===== src/hw/uqr_pkg.sv =====
// Shared constants and types for the receive queue controller
package uqr_pkg;

  // Register bus geometry
  localparam int UQR_AW = 4;
  localparam int UQR_DW = 8;

  // Register offsets
  localparam logic [UQR_AW-1:0] UQR_OFS_CTRL = 4'h0;
  localparam logic [UQR_AW-1:0] UQR_OFS_STAT = 4'h1;
  localparam logic [UQR_AW-1:0] UQR_OFS_MASK = 4'h2;
  localparam logic [UQR_AW-1:0] UQR_OFS_ADDR = 4'h3;
  localparam logic [UQR_AW-1:0] UQR_OFS_COUNT = 4'h4;
  localparam logic [UQR_AW-1:0] UQR_OFS_MATCH = 4'h5;
  localparam logic [UQR_AW-1:0] UQR_OFS_PAUSE = 4'h6;

  // Control register field positions
  localparam int UQR_CTL_RUN = 0;
  localparam int UQR_CTL_EN = 1;
  localparam int UQR_CTL_MATCH = 2;
  localparam int UQR_CTL_OVR = 3;
  localparam int UQR_CTL_WRAP = 4;
  localparam int UQR_CTL_PBYTE = 5;
  localparam int UQR_CTL_PCTL = 6;

  // Pause register field position
  localparam int UQR_PAUSE_BIT = 0;

  // Status and mask field positions
  localparam int UQR_NEV = 3;
  localparam int UQR_ST_DONE = 0;
  localparam int UQR_ST_LOST = 1;
  localparam int UQR_ST_HIT = 2;
  localparam int UQR_ST_WAIT = 4;

  // Reset values
  localparam logic [UQR_DW-1:0] UQR_CTRL_RST = 8'h00;
  localparam logic [UQR_DW-1:0] UQR_ADDR_RST = 8'h00;
  localparam logic [UQR_DW-1:0] UQR_COUNT_RST = 8'h00;
  localparam logic [UQR_DW-1:0] UQR_MATCH_RST = 8'h00;
  localparam logic [UQR_NEV-1:0] UQR_MASK_RST = 3'h0;

  typedef enum logic [1:0] {
    UQR_IDLE,
    UQR_CHECK,
    UQR_WAIT
  } uqr_state_e;

endpackage : uqr_pkg


===== src/hw/uqr_core.sv =====
// Receive queue controller: moves UART bytes into internal RAM
//
// Chosen here: the address-and-strobe port and the address map.
`timescale 1ns/1ps
module uqr_core #(
  parameter int AW = 8
) (
  input wire logic i_core_clk,
  input wire logic i_rst_n,
  input wire logic i_ce,
  input wire logic [uqr_pkg::UQR_AW-1:0] i_addr,
  input wire logic [uqr_pkg::UQR_DW-1:0] i_wdata,
  input wire logic i_wr,
  input wire logic i_rd,
  output logic [uqr_pkg::UQR_DW-1:0] o_rdata,
  input wire logic i_rx_char,
  input wire logic [7:0] i_uart_rx_holding,
  output logic o_rx_fetch,
  output logic o_ram_we,
  output logic [AW-1:0] o_ram_addr,
  output logic [7:0] o_ram_wdata,
  input wire logic i_emul_freeze_n,
  output logic o_rx_done_flag,
  output logic o_rx_run_flag,
  output logic o_rx_waiting,
  output logic o_irq
);
  import uqr_pkg::*;

  typedef struct packed {
    uqr_state_e st;
    logic run;
    logic en;
    logic match_en;
    logic ovr_en;
    logic wrap_en;
    logic pbyte_en;
    logic pause_ctl;
    logic pause_bit;
    logic [AW-1:0] addr;
    logic [AW-1:0] base;
    logic [7:0] count;
    logic [7:0] len;
    logic [7:0] match;
    logic pending;
    // Wait entered from idle returns to idle, not to the count test
    logic from_idle;
    logic fetch;
    logic ram_we;
    logic [AW-1:0] ram_addr;
    logic [7:0] ram_wdata;
    logic [UQR_DW-1:0] rdata;
  } uqr_core_s;

  localparam uqr_core_s UQR_CORE_RST = '{
    st: UQR_IDLE,
    run: UQR_CTRL_RST[UQR_CTL_RUN],
    en: UQR_CTRL_RST[UQR_CTL_EN],
    match_en: UQR_CTRL_RST[UQR_CTL_MATCH],
    ovr_en: UQR_CTRL_RST[UQR_CTL_OVR],
    wrap_en: UQR_CTRL_RST[UQR_CTL_WRAP],
    pbyte_en: UQR_CTRL_RST[UQR_CTL_PBYTE],
    pause_ctl: UQR_CTRL_RST[UQR_CTL_PCTL],
    addr: AW'(UQR_ADDR_RST),
    base: AW'(UQR_ADDR_RST),
    count: UQR_COUNT_RST,
    len: UQR_COUNT_RST,
    match: UQR_MATCH_RST,
    default: '0
  };

  uqr_core_s s;
  uqr_core_s next_s;

  logic pause;
  logic take;
  logic is_match;
  logic [UQR_NEV-1:0] ev;
  logic [UQR_NEV-1:0] ev_clr;
  logic mask_we;
  logic [UQR_NEV-1:0] status;
  logic [UQR_NEV-1:0] mask;

  // Address and count step; shared by pointer and length counter
  function automatic logic [7:0] uqr_step(input logic [7:0] v, input logic up);
    logic [8:0] r;
    r = up ? ({1'b0, v} + 9'h001) : ({1'b0, v} - 9'h001);
    return r[7:0];
  endfunction : uqr_step

  // Control register image, used for readback
  function automatic logic [UQR_DW-1:0] uqr_ctrl_pack(input uqr_core_s c);
    logic [UQR_DW-1:0] r;
    r = '0;
    r[UQR_CTL_RUN] = c.run;
    r[UQR_CTL_EN] = c.en;
    r[UQR_CTL_MATCH] = c.match_en;
    r[UQR_CTL_OVR] = c.ovr_en;
    r[UQR_CTL_WRAP] = c.wrap_en;
    r[UQR_CTL_PBYTE] = c.pbyte_en;
    r[UQR_CTL_PCTL] = c.pause_ctl;
    return r;
  endfunction : uqr_ctrl_pack

  // Freeze pin and both pause sources all hold the queue
  assign pause = s.pause_bit | s.pause_ctl | ~i_emul_freeze_n;

  // A byte is moved only when enabled, started, waiting and not paused
  assign take = (s.st == UQR_IDLE) && s.run && s.en && s.pending && !pause;

  assign is_match = s.match_en && (i_uart_rx_holding == s.match);

  always_comb begin
    next_s = s;
    ev = '0;
    ev_clr = '0;
    mask_we = 1'b0;
    next_s.fetch = 1'b0;
    next_s.ram_we = 1'b0;

    // One character is held; a second one before it is taken is lost
    if (i_rx_char) begin
      next_s.pending = 1'b1;
      if (s.pending && !take) begin
        ev[UQR_ST_LOST] = 1'b1;
      end
    end else if (take) begin
      next_s.pending = 1'b0;
    end

    if (i_wr) begin
      unique case (i_addr)
        UQR_OFS_CTRL: begin
          // Mode bits, enable and start all land in the same write
          next_s.run = i_wdata[UQR_CTL_RUN];
          next_s.en = i_wdata[UQR_CTL_EN];
          next_s.match_en = i_wdata[UQR_CTL_MATCH];
          next_s.ovr_en = i_wdata[UQR_CTL_OVR];
          next_s.wrap_en = i_wdata[UQR_CTL_WRAP];
          next_s.pbyte_en = i_wdata[UQR_CTL_PBYTE];
          next_s.pause_ctl = i_wdata[UQR_CTL_PCTL];
        end
        UQR_OFS_STAT: begin
          ev_clr = i_wdata[UQR_NEV-1:0];
        end
        UQR_OFS_MASK: begin
          mask_we = 1'b1;
        end
        UQR_OFS_ADDR: begin
          // Start address kept aside for the circular reload
          next_s.addr = i_wdata[AW-1:0];
          next_s.base = i_wdata[AW-1:0];
        end
        UQR_OFS_COUNT: begin
          next_s.count = i_wdata;
          next_s.len = i_wdata;
        end
        UQR_OFS_MATCH: begin
          next_s.match = i_wdata;
        end
        UQR_OFS_PAUSE: begin
          next_s.pause_bit = i_wdata[UQR_PAUSE_BIT];
        end
        default: begin
        end
      endcase
    end

    // Engine updates follow bus writes so a running transfer stays coherent
    unique case (s.st)
      UQR_IDLE: begin
        if (take) begin
          next_s.fetch = 1'b1;
          next_s.ram_we = 1'b1;
          next_s.ram_addr = s.addr;
          next_s.ram_wdata = i_uart_rx_holding;
          next_s.addr = AW'(uqr_step(8'(s.addr), 1'b1));
          next_s.count = uqr_step(s.count, 1'b0);
          if (is_match) begin
            // Stop on the terminator regardless of count
            ev[UQR_ST_DONE] = 1'b1;
            ev[UQR_ST_HIT] = 1'b1;
            next_s.run = 1'b0;
          end else begin
            if (s.pbyte_en) begin
              ev[UQR_ST_DONE] = 1'b1;
            end
            next_s.st = UQR_CHECK;
          end
        end else if (pause && s.run && s.en && s.pending) begin
          // Held byte parks in the wait state until the pause lifts
          next_s.st = UQR_WAIT;
          next_s.from_idle = 1'b1;
        end
      end
      UQR_CHECK: begin
        if (pause) begin
          next_s.st = UQR_WAIT;
        end else begin
          next_s.st = UQR_IDLE;
          if (s.count == 8'h00) begin
            ev[UQR_ST_DONE] = 1'b1;
            if (s.wrap_en) begin
              next_s.addr = s.base;
              next_s.count = s.len;
            end else if (!s.ovr_en && !s.pause_ctl) begin
              // Continue mode and pause control both keep the run flag
              next_s.run = 1'b0;
            end
          end
        end
      end
      UQR_WAIT: begin
        // Count is evaluated only once the pause lifts
        if (!pause) begin
          // No byte moved yet when parked from idle, so skip the count test
          if (s.from_idle) begin
            next_s.st = UQR_IDLE;
          end else begin
            next_s.st = UQR_CHECK;
          end
          next_s.from_idle = 1'b0;
        end
      end
    endcase

    if (!next_s.en) begin
      next_s.run = 1'b0;
    end

    if (i_rd) begin
      unique case (i_addr)
        UQR_OFS_CTRL: begin
          next_s.rdata = uqr_ctrl_pack(s);
        end
        UQR_OFS_STAT: begin
          next_s.rdata = UQR_DW'(status);
          next_s.rdata[UQR_ST_WAIT] = (s.st == UQR_WAIT);
        end
        UQR_OFS_MASK: begin
          next_s.rdata = UQR_DW'(mask);
        end
        UQR_OFS_ADDR: begin
          // Live pointer, not the wrap base
          next_s.rdata = UQR_DW'(s.addr);
        end
        UQR_OFS_COUNT: begin
          // Live count, not the reload length
          next_s.rdata = s.count;
        end
        UQR_OFS_MATCH: begin
          next_s.rdata = s.match;
        end
        UQR_OFS_PAUSE: begin
          next_s.rdata = UQR_DW'(s.pause_bit);
        end
        default: begin
          // Unmapped index reads as zero
          next_s.rdata = '0;
        end
      endcase
    end else begin
      // Read data valid only in the cycle after the strobe
      next_s.rdata = '0;
    end
  end

  always_ff @(posedge i_core_clk) begin
    if (!i_rst_n) begin
      s <= UQR_CORE_RST;
    end else if (i_ce) begin
      s <= next_s;
    end
  end

  uqr_irq #(
    .NEV(UQR_NEV)
  ) u_irq (
    .i_core_clk(i_core_clk),
    .i_rst_n(i_rst_n),
    .i_ce(i_ce),
    .i_set(ev),
    .i_clr(ev_clr),
    .i_mask_we(mask_we),
    .i_mask_wdata(i_wdata[UQR_NEV-1:0]),
    .o_status(status),
    .o_mask(mask),
    .o_irq(o_irq)
  );

  assign o_rdata = s.rdata;
  assign o_rx_fetch = s.fetch;
  assign o_ram_we = s.ram_we;
  assign o_ram_addr = s.ram_addr;
  assign o_ram_wdata = s.ram_wdata;
  assign o_rx_done_flag = status[UQR_ST_DONE];
  assign o_rx_run_flag = s.run;
  assign o_rx_waiting = (s.st == UQR_WAIT);

endmodule : uqr_core


===== src/hw/uqr_irq.sv =====
// Sticky event status, mask and level interrupt output
`timescale 1ns/1ps
module uqr_irq #(
  parameter int NEV = 3
) (
  input wire logic i_core_clk,
  input wire logic i_rst_n,
  input wire logic i_ce,
  input wire logic [NEV-1:0] i_set,
  input wire logic [NEV-1:0] i_clr,
  input wire logic i_mask_we,
  input wire logic [NEV-1:0] i_mask_wdata,
  output logic [NEV-1:0] o_status,
  output logic [NEV-1:0] o_mask,
  output logic o_irq
);
  import uqr_pkg::*;

  typedef struct packed {
    logic [NEV-1:0] status;
    logic [NEV-1:0] mask;
  } uqr_irq_s;

  uqr_irq_s s;
  uqr_irq_s next_s;

  always_comb begin
    next_s = s;
    // A set in the clearing cycle wins
    next_s.status = (s.status & ~i_clr) | i_set;
    if (i_mask_we) begin
      next_s.mask = i_mask_wdata;
    end
  end

  always_ff @(posedge i_core_clk) begin
    if (!i_rst_n) begin
      s <= '{status: '0, mask: NEV'(UQR_MASK_RST)};
    end else if (i_ce) begin
      s <= next_s;
    end
  end

  assign o_status = s.status;
  assign o_mask = s.mask;
  assign o_irq = |(s.status & s.mask);

endmodule : uqr_irq


===== config.mk =====
export PLATFORM = sky130hd
export DESIGN_NAME = uqr_core
export DESIGN_NICKNAME = d
export VERILOG_FILES = /design/src/hw/uqr_pkg.sv /design/src/hw/uqr_core.sv /design/src/hw/uqr_irq.sv
export SDC_FILE = /design/constraint.sdc
export NUM_CORES = 1
export LEC_CHECK = 0
export BUFFER_PORTS_ARGS = -buffer_cell sky130_fd_sc_hd__clkbuf_2
export CAP_MARGIN = 40
export CORE_MARGIN = 4
export CORE_UTILIZATION = 60
export CTS_BUF_LIST = sky130_fd_sc_hd__clkbuf_8
export DETAILED_ROUTE_END_ITERATION = 8
export GPL_ROUTABILITY_DRIVEN = 0
export PLACE_DENSITY = 0.82
export SYNTH_ARGS = -nofsm -noshare
export SYNTH_HDL_FRONTEND = slang
export SYNTH_SLANG_ARGS = --single-unit
export TNS_END_PERCENT = 5

===== constraint.sdc =====
create_clock -name i_core_clk -period 3.2 [get_ports i_core_clk]
set_input_delay 0.32 -clock i_core_clk [delete_from_list [all_inputs] [get_ports i_core_clk]]
set_output_delay 0.32 -clock i_core_clk [all_outputs]
set_load 0.05 [all_outputs]

======== Word-level counts from Yosys, hierarchy flattened ========
Cells that the tools add are included.
storage, ports and cells
  bits of input ports ..................... 27
  bits in registers ....................... 84
operators by class
  multiplexer cells ....................... 56
  add/sub/neg operators ................... 2
  equal/unequal tests ..................... 14
  reduce and logical (&&, ||, !) cells .... 30
  bitwise logic cells ..................... 7
operators with widths
  cell                                                                   count
  8-bit 2-to-1 mux                                                       10
  8-bit one-hot mux with 7 select lines                                  1
  48-bit 2-to-1 mux                                                      1
  18-bit 2-to-1 mux                                                      2
  16-bit 2-to-1 mux                                                      2
  8-bit one-hot mux with 2 select lines                                  2
  1-bit 2-to-1 mux                                                       26
  3-bit AND reduction                                                    6
  4-bit by 3-bit equality test with 1-bit output, second input constant  3
  1-bit logical AND                                                      10
  2-bit 2-to-1 mux                                                       5
  8-bit by 1-bit adder with 8-bit output, second input constant          1
  4-bit by 2-bit equality test with 1-bit output, second input constant  2
  8-bit equality test                                                    1
  8-bit zero test                                                        1
  8-bit by 1-bit subtractor with 8-bit output, second input constant     1
  7-bit 2-to-1 mux                                                       1
  3-bit AND                                                              2
  3-bit 2-to-1 mux                                                       2
  1-bit one-hot mux with 2 select lines                                  3
  2-bit one-hot mux with 3 select lines                                  1
  5-bit AND reduction                                                    1
  4-bit by 1-bit equality test with 1-bit output, second input constant  1
  1-bit zero test                                                        4
  other kinds (16)                                                       20

======== Longest topological paths before layout ========
  word-level depth ........................ 10
  depth in mapped cells ................... 9

======== Cells and area by module ========
A second synthesis with hierarchy kept.
second synthesis, totals
  cell total of the unflattened synthesis .. 534
  area, all modules ....................... 4599.4 um^2
modules (own cells, without submodules)
  module    area each (um^2)  times used  sequential area each (um^2)  cells an instance
  uqr_core  4335.4            1           1541.5                       505
  uqr_irq   264.0             1           120.1                        29

======== Least setup slack after synthesis ========
No wires, ideal clock.
  path type ............................... reg2reg
  start point ............................. reg s (netlist bit o_rx_run_flag)
  end point ............................... reg s[27] in the netlist's numbering
  library setup time ...................... 0.128 ns
  path slack .............................. 1.297 ns
  path buffers ............................ 2
  stages on the path, launching flop included .. 8
  data required time ...................... 3.072 ns
  data arrival time ....................... 1.776 ns
  clock period less this slack ............ 1.903 ns
  path through ............................ dfxtp_1 -> and4_1 -> and2_1 -> buf_2 -> nand2_1 -> buf_2 -> a22oi_1 -> nor2_1
between the ends
  word-level cells in the longest chain between the ends .. 6
ends and longest elaborated chain
  element                               RTL line         RTL
  start, declared                       uqr_core.sv:72   uqr_core_s s;
  start signal, assigned                uqr_core.sv:272  s <= next_s;
  1-bit logical AND (4 in a row)        uqr_core.sv:109  assign take = (s.st == UQR_IDLE) && s.run && s.en && s.pending && !pause;
  2-bit nonzero test (no source line)   --
  2-bit AND reduction (no source line)  --
No other way between the ends.
A chain may end at the register's enable or synchronous reset.

======== Worst setup path in the final report ========
  start point ............................. reg s[76] in the netlist's numbering
  end point ............................... reg s[27] in the netlist's numbering
between the ends
  word-level cells in the longest chain between the ends .. 7
ends and longest elaborated chain
  element                               RTL line
  2-bit zero test                       uqr_core.sv:109
  1-bit logical AND (4 in a row)        uqr_core.sv:109
  2-bit nonzero test (no source line)   --
  2-bit AND reduction (no source line)  --
No other way between the ends.

==> PnR_summary.wiki <==
{| class="wikitable"
! Metric !! Value
|-
| Net total in the final layout || 575
|-
| Measured slew at the worst slew-check pin || 0.669 ns
|-
| Overflow left after global routing || 0
|-
| Relative max-transition margin || 0.554
|-
| Share of the clock period used by the worst path || 0.781
|-
| Internal portion of total power || 1.47 mW
|-
| Largest net degree at the start of global routing || 51
|-
| Clock insertion delay at the later pin of the skew report || 0.37 ns
|-
| Max Cap Violations || 0
|-
| Max frequency || 400 MHz
|-
| Number of nets with antenna violations after routing || 0
|-
| Fraction of layout cells with a size suffix above 1 || 0.197
|-
| Share of flip-flops with an asynchronous set or reset || 0
|-
| Reg clk slew, reported paths || 0.09 ns
|-
| Antenna violations before repair || 0
|-
| Setup CP Type || reg -> reg
|-
| Total DRC errors in the routed layout || 0
|-
| Part of the power in registers || 0.528
|-
| Category of the worst setup path launch point || flip-flop
|-
| Count of port buffers added during placement || 56
|-
| Setup repair after global routing missed its margin || no
|-
| Final Hold Fails || 0
|-
| Number of cells on the worst reg-to-reg path || 7
|-
| Count of inserted antenna diode cells || 0
|-
| Width of the chip || 95.9 microns
|-
| DR pass1 iterations || 7
|-
| Commonest register cell after synthesis || dfxtp_1
|-
| Clk sink count || 83
|-
| DR vias || 3953
|-
| I/O pin count || 57
|-
| P_sw || 597 uW
|-
| Final routed wire length divided by cell count || 18.0 microns
|-
| Syn-to-layout area delta || 5.40%
|-
| Vias in the first global route || 3739
|-
| Combinational cell fraction of total power || 0.126
|-
| Core area || 7370 sq um
|-
| Post-layout util || 0.662
|-
| Yosys warnings || 0
|-
| Number of cells on the worst hold path || 3
|-
| Mean cell area of the mapped netlist || 8.67 sq um
|-
| Number of buffers inserted by post-CTS setup repair || 0
|-
| Skew final || 0.0108 ns
|-
| Sequential cell area fraction in the yosys report || 0.359
|-
| Synthesized cell area || 4630 sq um
|-
| Syn_nets || 566
|-
| Quantity of gates resized following cts || 0
|-
| Arrival time worst endpoint || 2.77 ns
|-
| Clk buf depth || 2
|-
| Overall die area || 9190 sq um
|-
| Critical path capture point type || flip-flop
|-
| First-pass GRT wire length || 18800 microns
|-
| Outcome || completed
|-
| Root Driver || clkbuf_8
|-
| Number of DRC markers after the initial detailed-route iteration || 303
|-
| Initial standard-cell utilization of the core || 0.629
|-
| Via-per-instance ratio || 6.11
|-
| Routed WL || 11600 microns
|-
| Critical path required time || 3.47 ns
|-
| Switching fraction of total power || 0.289
|-
| Setup Viol. Count Final || 0
|-
| Count of unique library cells instantiated by Yosys || 66
|-
| Half-perimeter wire length of the detailed placement result || 8230 microns
|-
| Worst vdd ir || 0.000346 V
|-
| All-Layer GR Usage || 0.267
|-
| PwrDens || 423 nW/um^2
|-
| CTS tree || built
|-
| Gate count of the mapped netlist || 534
|-
| Class of the tightest hold or removal check || in -> reg
|-
| Number of placement rows || 31
|-
| P_leak || 2.05 nW
|-
| Clock period minus final worst setup slack || 2.50 ns
|-
| Height of the die || 95.9 microns
|-
| Top fanout value on the critical path || 18
|-
| Total negative slack || 0 ns
|-
| Count of hold buffers inserted by post-cts repair || 0
|-
| Slew Viols, Final || 0
|-
| Number of H-tree levels || 3
|-
| Sum of internal, switching and leakage power || 2.07 mW
|-
| TritonCTS Buffers || 9
|-
| Flop and latch count out of synthesis || 83
|-
| Number of flops mapped to enable cells by yosys || 0
|-
| Clock network fraction of total power || 0.346
|}
## metrics by stage
stage | hold WS [ns] | std cells | area (sq um) | setup WS (ns)
final | 0.189 | 647 | 4880 | 0.700
after global routing | 0.190 | 647 | 4880 | 0.531
after CTS | 0.177 | 647 | 4880 | 0.726
after detailed placement | 0.449 | 631 | 4700 | 0.731
after global placement | 0.442 | 630 | 4680 | 0.802
after floorplan | 0.437 | 534 | 4630 | 1.30
## critical path, stage by stage (launching register included)
cell and delay [ns]:
dfxtp_1 0.33, inv_1 0.09, ha_1 0.32, and4_1 0.31, and2_1 0.50, nand2_1 0.50, a22oi_1 0.28, nor2_1 0.06
## layout by cell type (no fill, tap or decap), types with 13 or more instances in the layout
master and instances:
nand2_1 60, a22oi_1 13, dfxtp_1 83, clkbuf_2 56
nor2_1 48, mux2i_1 59, xnor2_1 14, a21oi_1 31
or2_2 13, o21ai_0 25
## power by group through the flow
stage	clock, mW	combinational [mW]	sequential (mW)
floorplan	0	0.199	1.10
global placement	0	0.243	1.11
detailed placement	0	0.256	1.11
CTS	0.725	0.257	1.09
global route	0.761	0.284	1.09
finish	0.714	0.260	1.09
## cell families after synthesis
kind of cell,share of synthesized area
simple gates,0.211
compound gates,0.156
flops,0.359
buf+inv,0.0881
mux,0.137
xor+xnor,0.0359
fa+ha+maj,0.0135
## final timing paths
kind	startpoint	to	slack (ns)
min reg2reg	o_ram_wdata[5]	o_ram_wdata[5]	0.46
max reg2reg	s[76]	s[27]	0.70
max	s[76]	s[27]	0.70
min	i_uart_rx_holding[2]	o_ram_wdata[2]	0.19
## registers in the layout, indices dropped and copies added, names as in the netlist
register and flops:
o_ram_addr 8, o_ram_wdata 8, o_rdata 8, o_rx_fetch 1
o_rx_run_flag 1, s 51, u_irq.o_mask 3, u_irq.o_status 3
## final cells by class
type                            instances  area (sq um)
Clock buffer                           10           138
Clock inverter                          6          47.5
Fill cell                             606          2490
Inverter                                7          26.3
Multi-Input combinational cell        382          2560
Sequential cell                        83          1660
Tap cell                               99           124
Timing Repair Buffer                   60           323
## cells in the mapped netlist, types with 13 or more instances
cell,number,area share
dfxtp_1,83,0.36
nand2_1,60,0.049
mux2i_1,59,0.13
nor2_1,48,0.039
a21oi_1,31,0.033
buf_4,25,0.041
o21ai_0,25,0.027
clkbuf_1,20,0.016
xnor2_1,14,0.026
a22oi_1,13,0.021
or2_2,13,0.018
## metal layers
layer / up-vias / GRT usage / routed length, microns
li1: 1875 / - / -
met4: 0 / 0.116 / 388
met1: 1875 / 0.352 / 4970
met2: 172 / 0.417 / 5300
met5: - / 0 / 0
met3: 31 / 0.0625 / 968
Power figures use the tool's default switching activity.
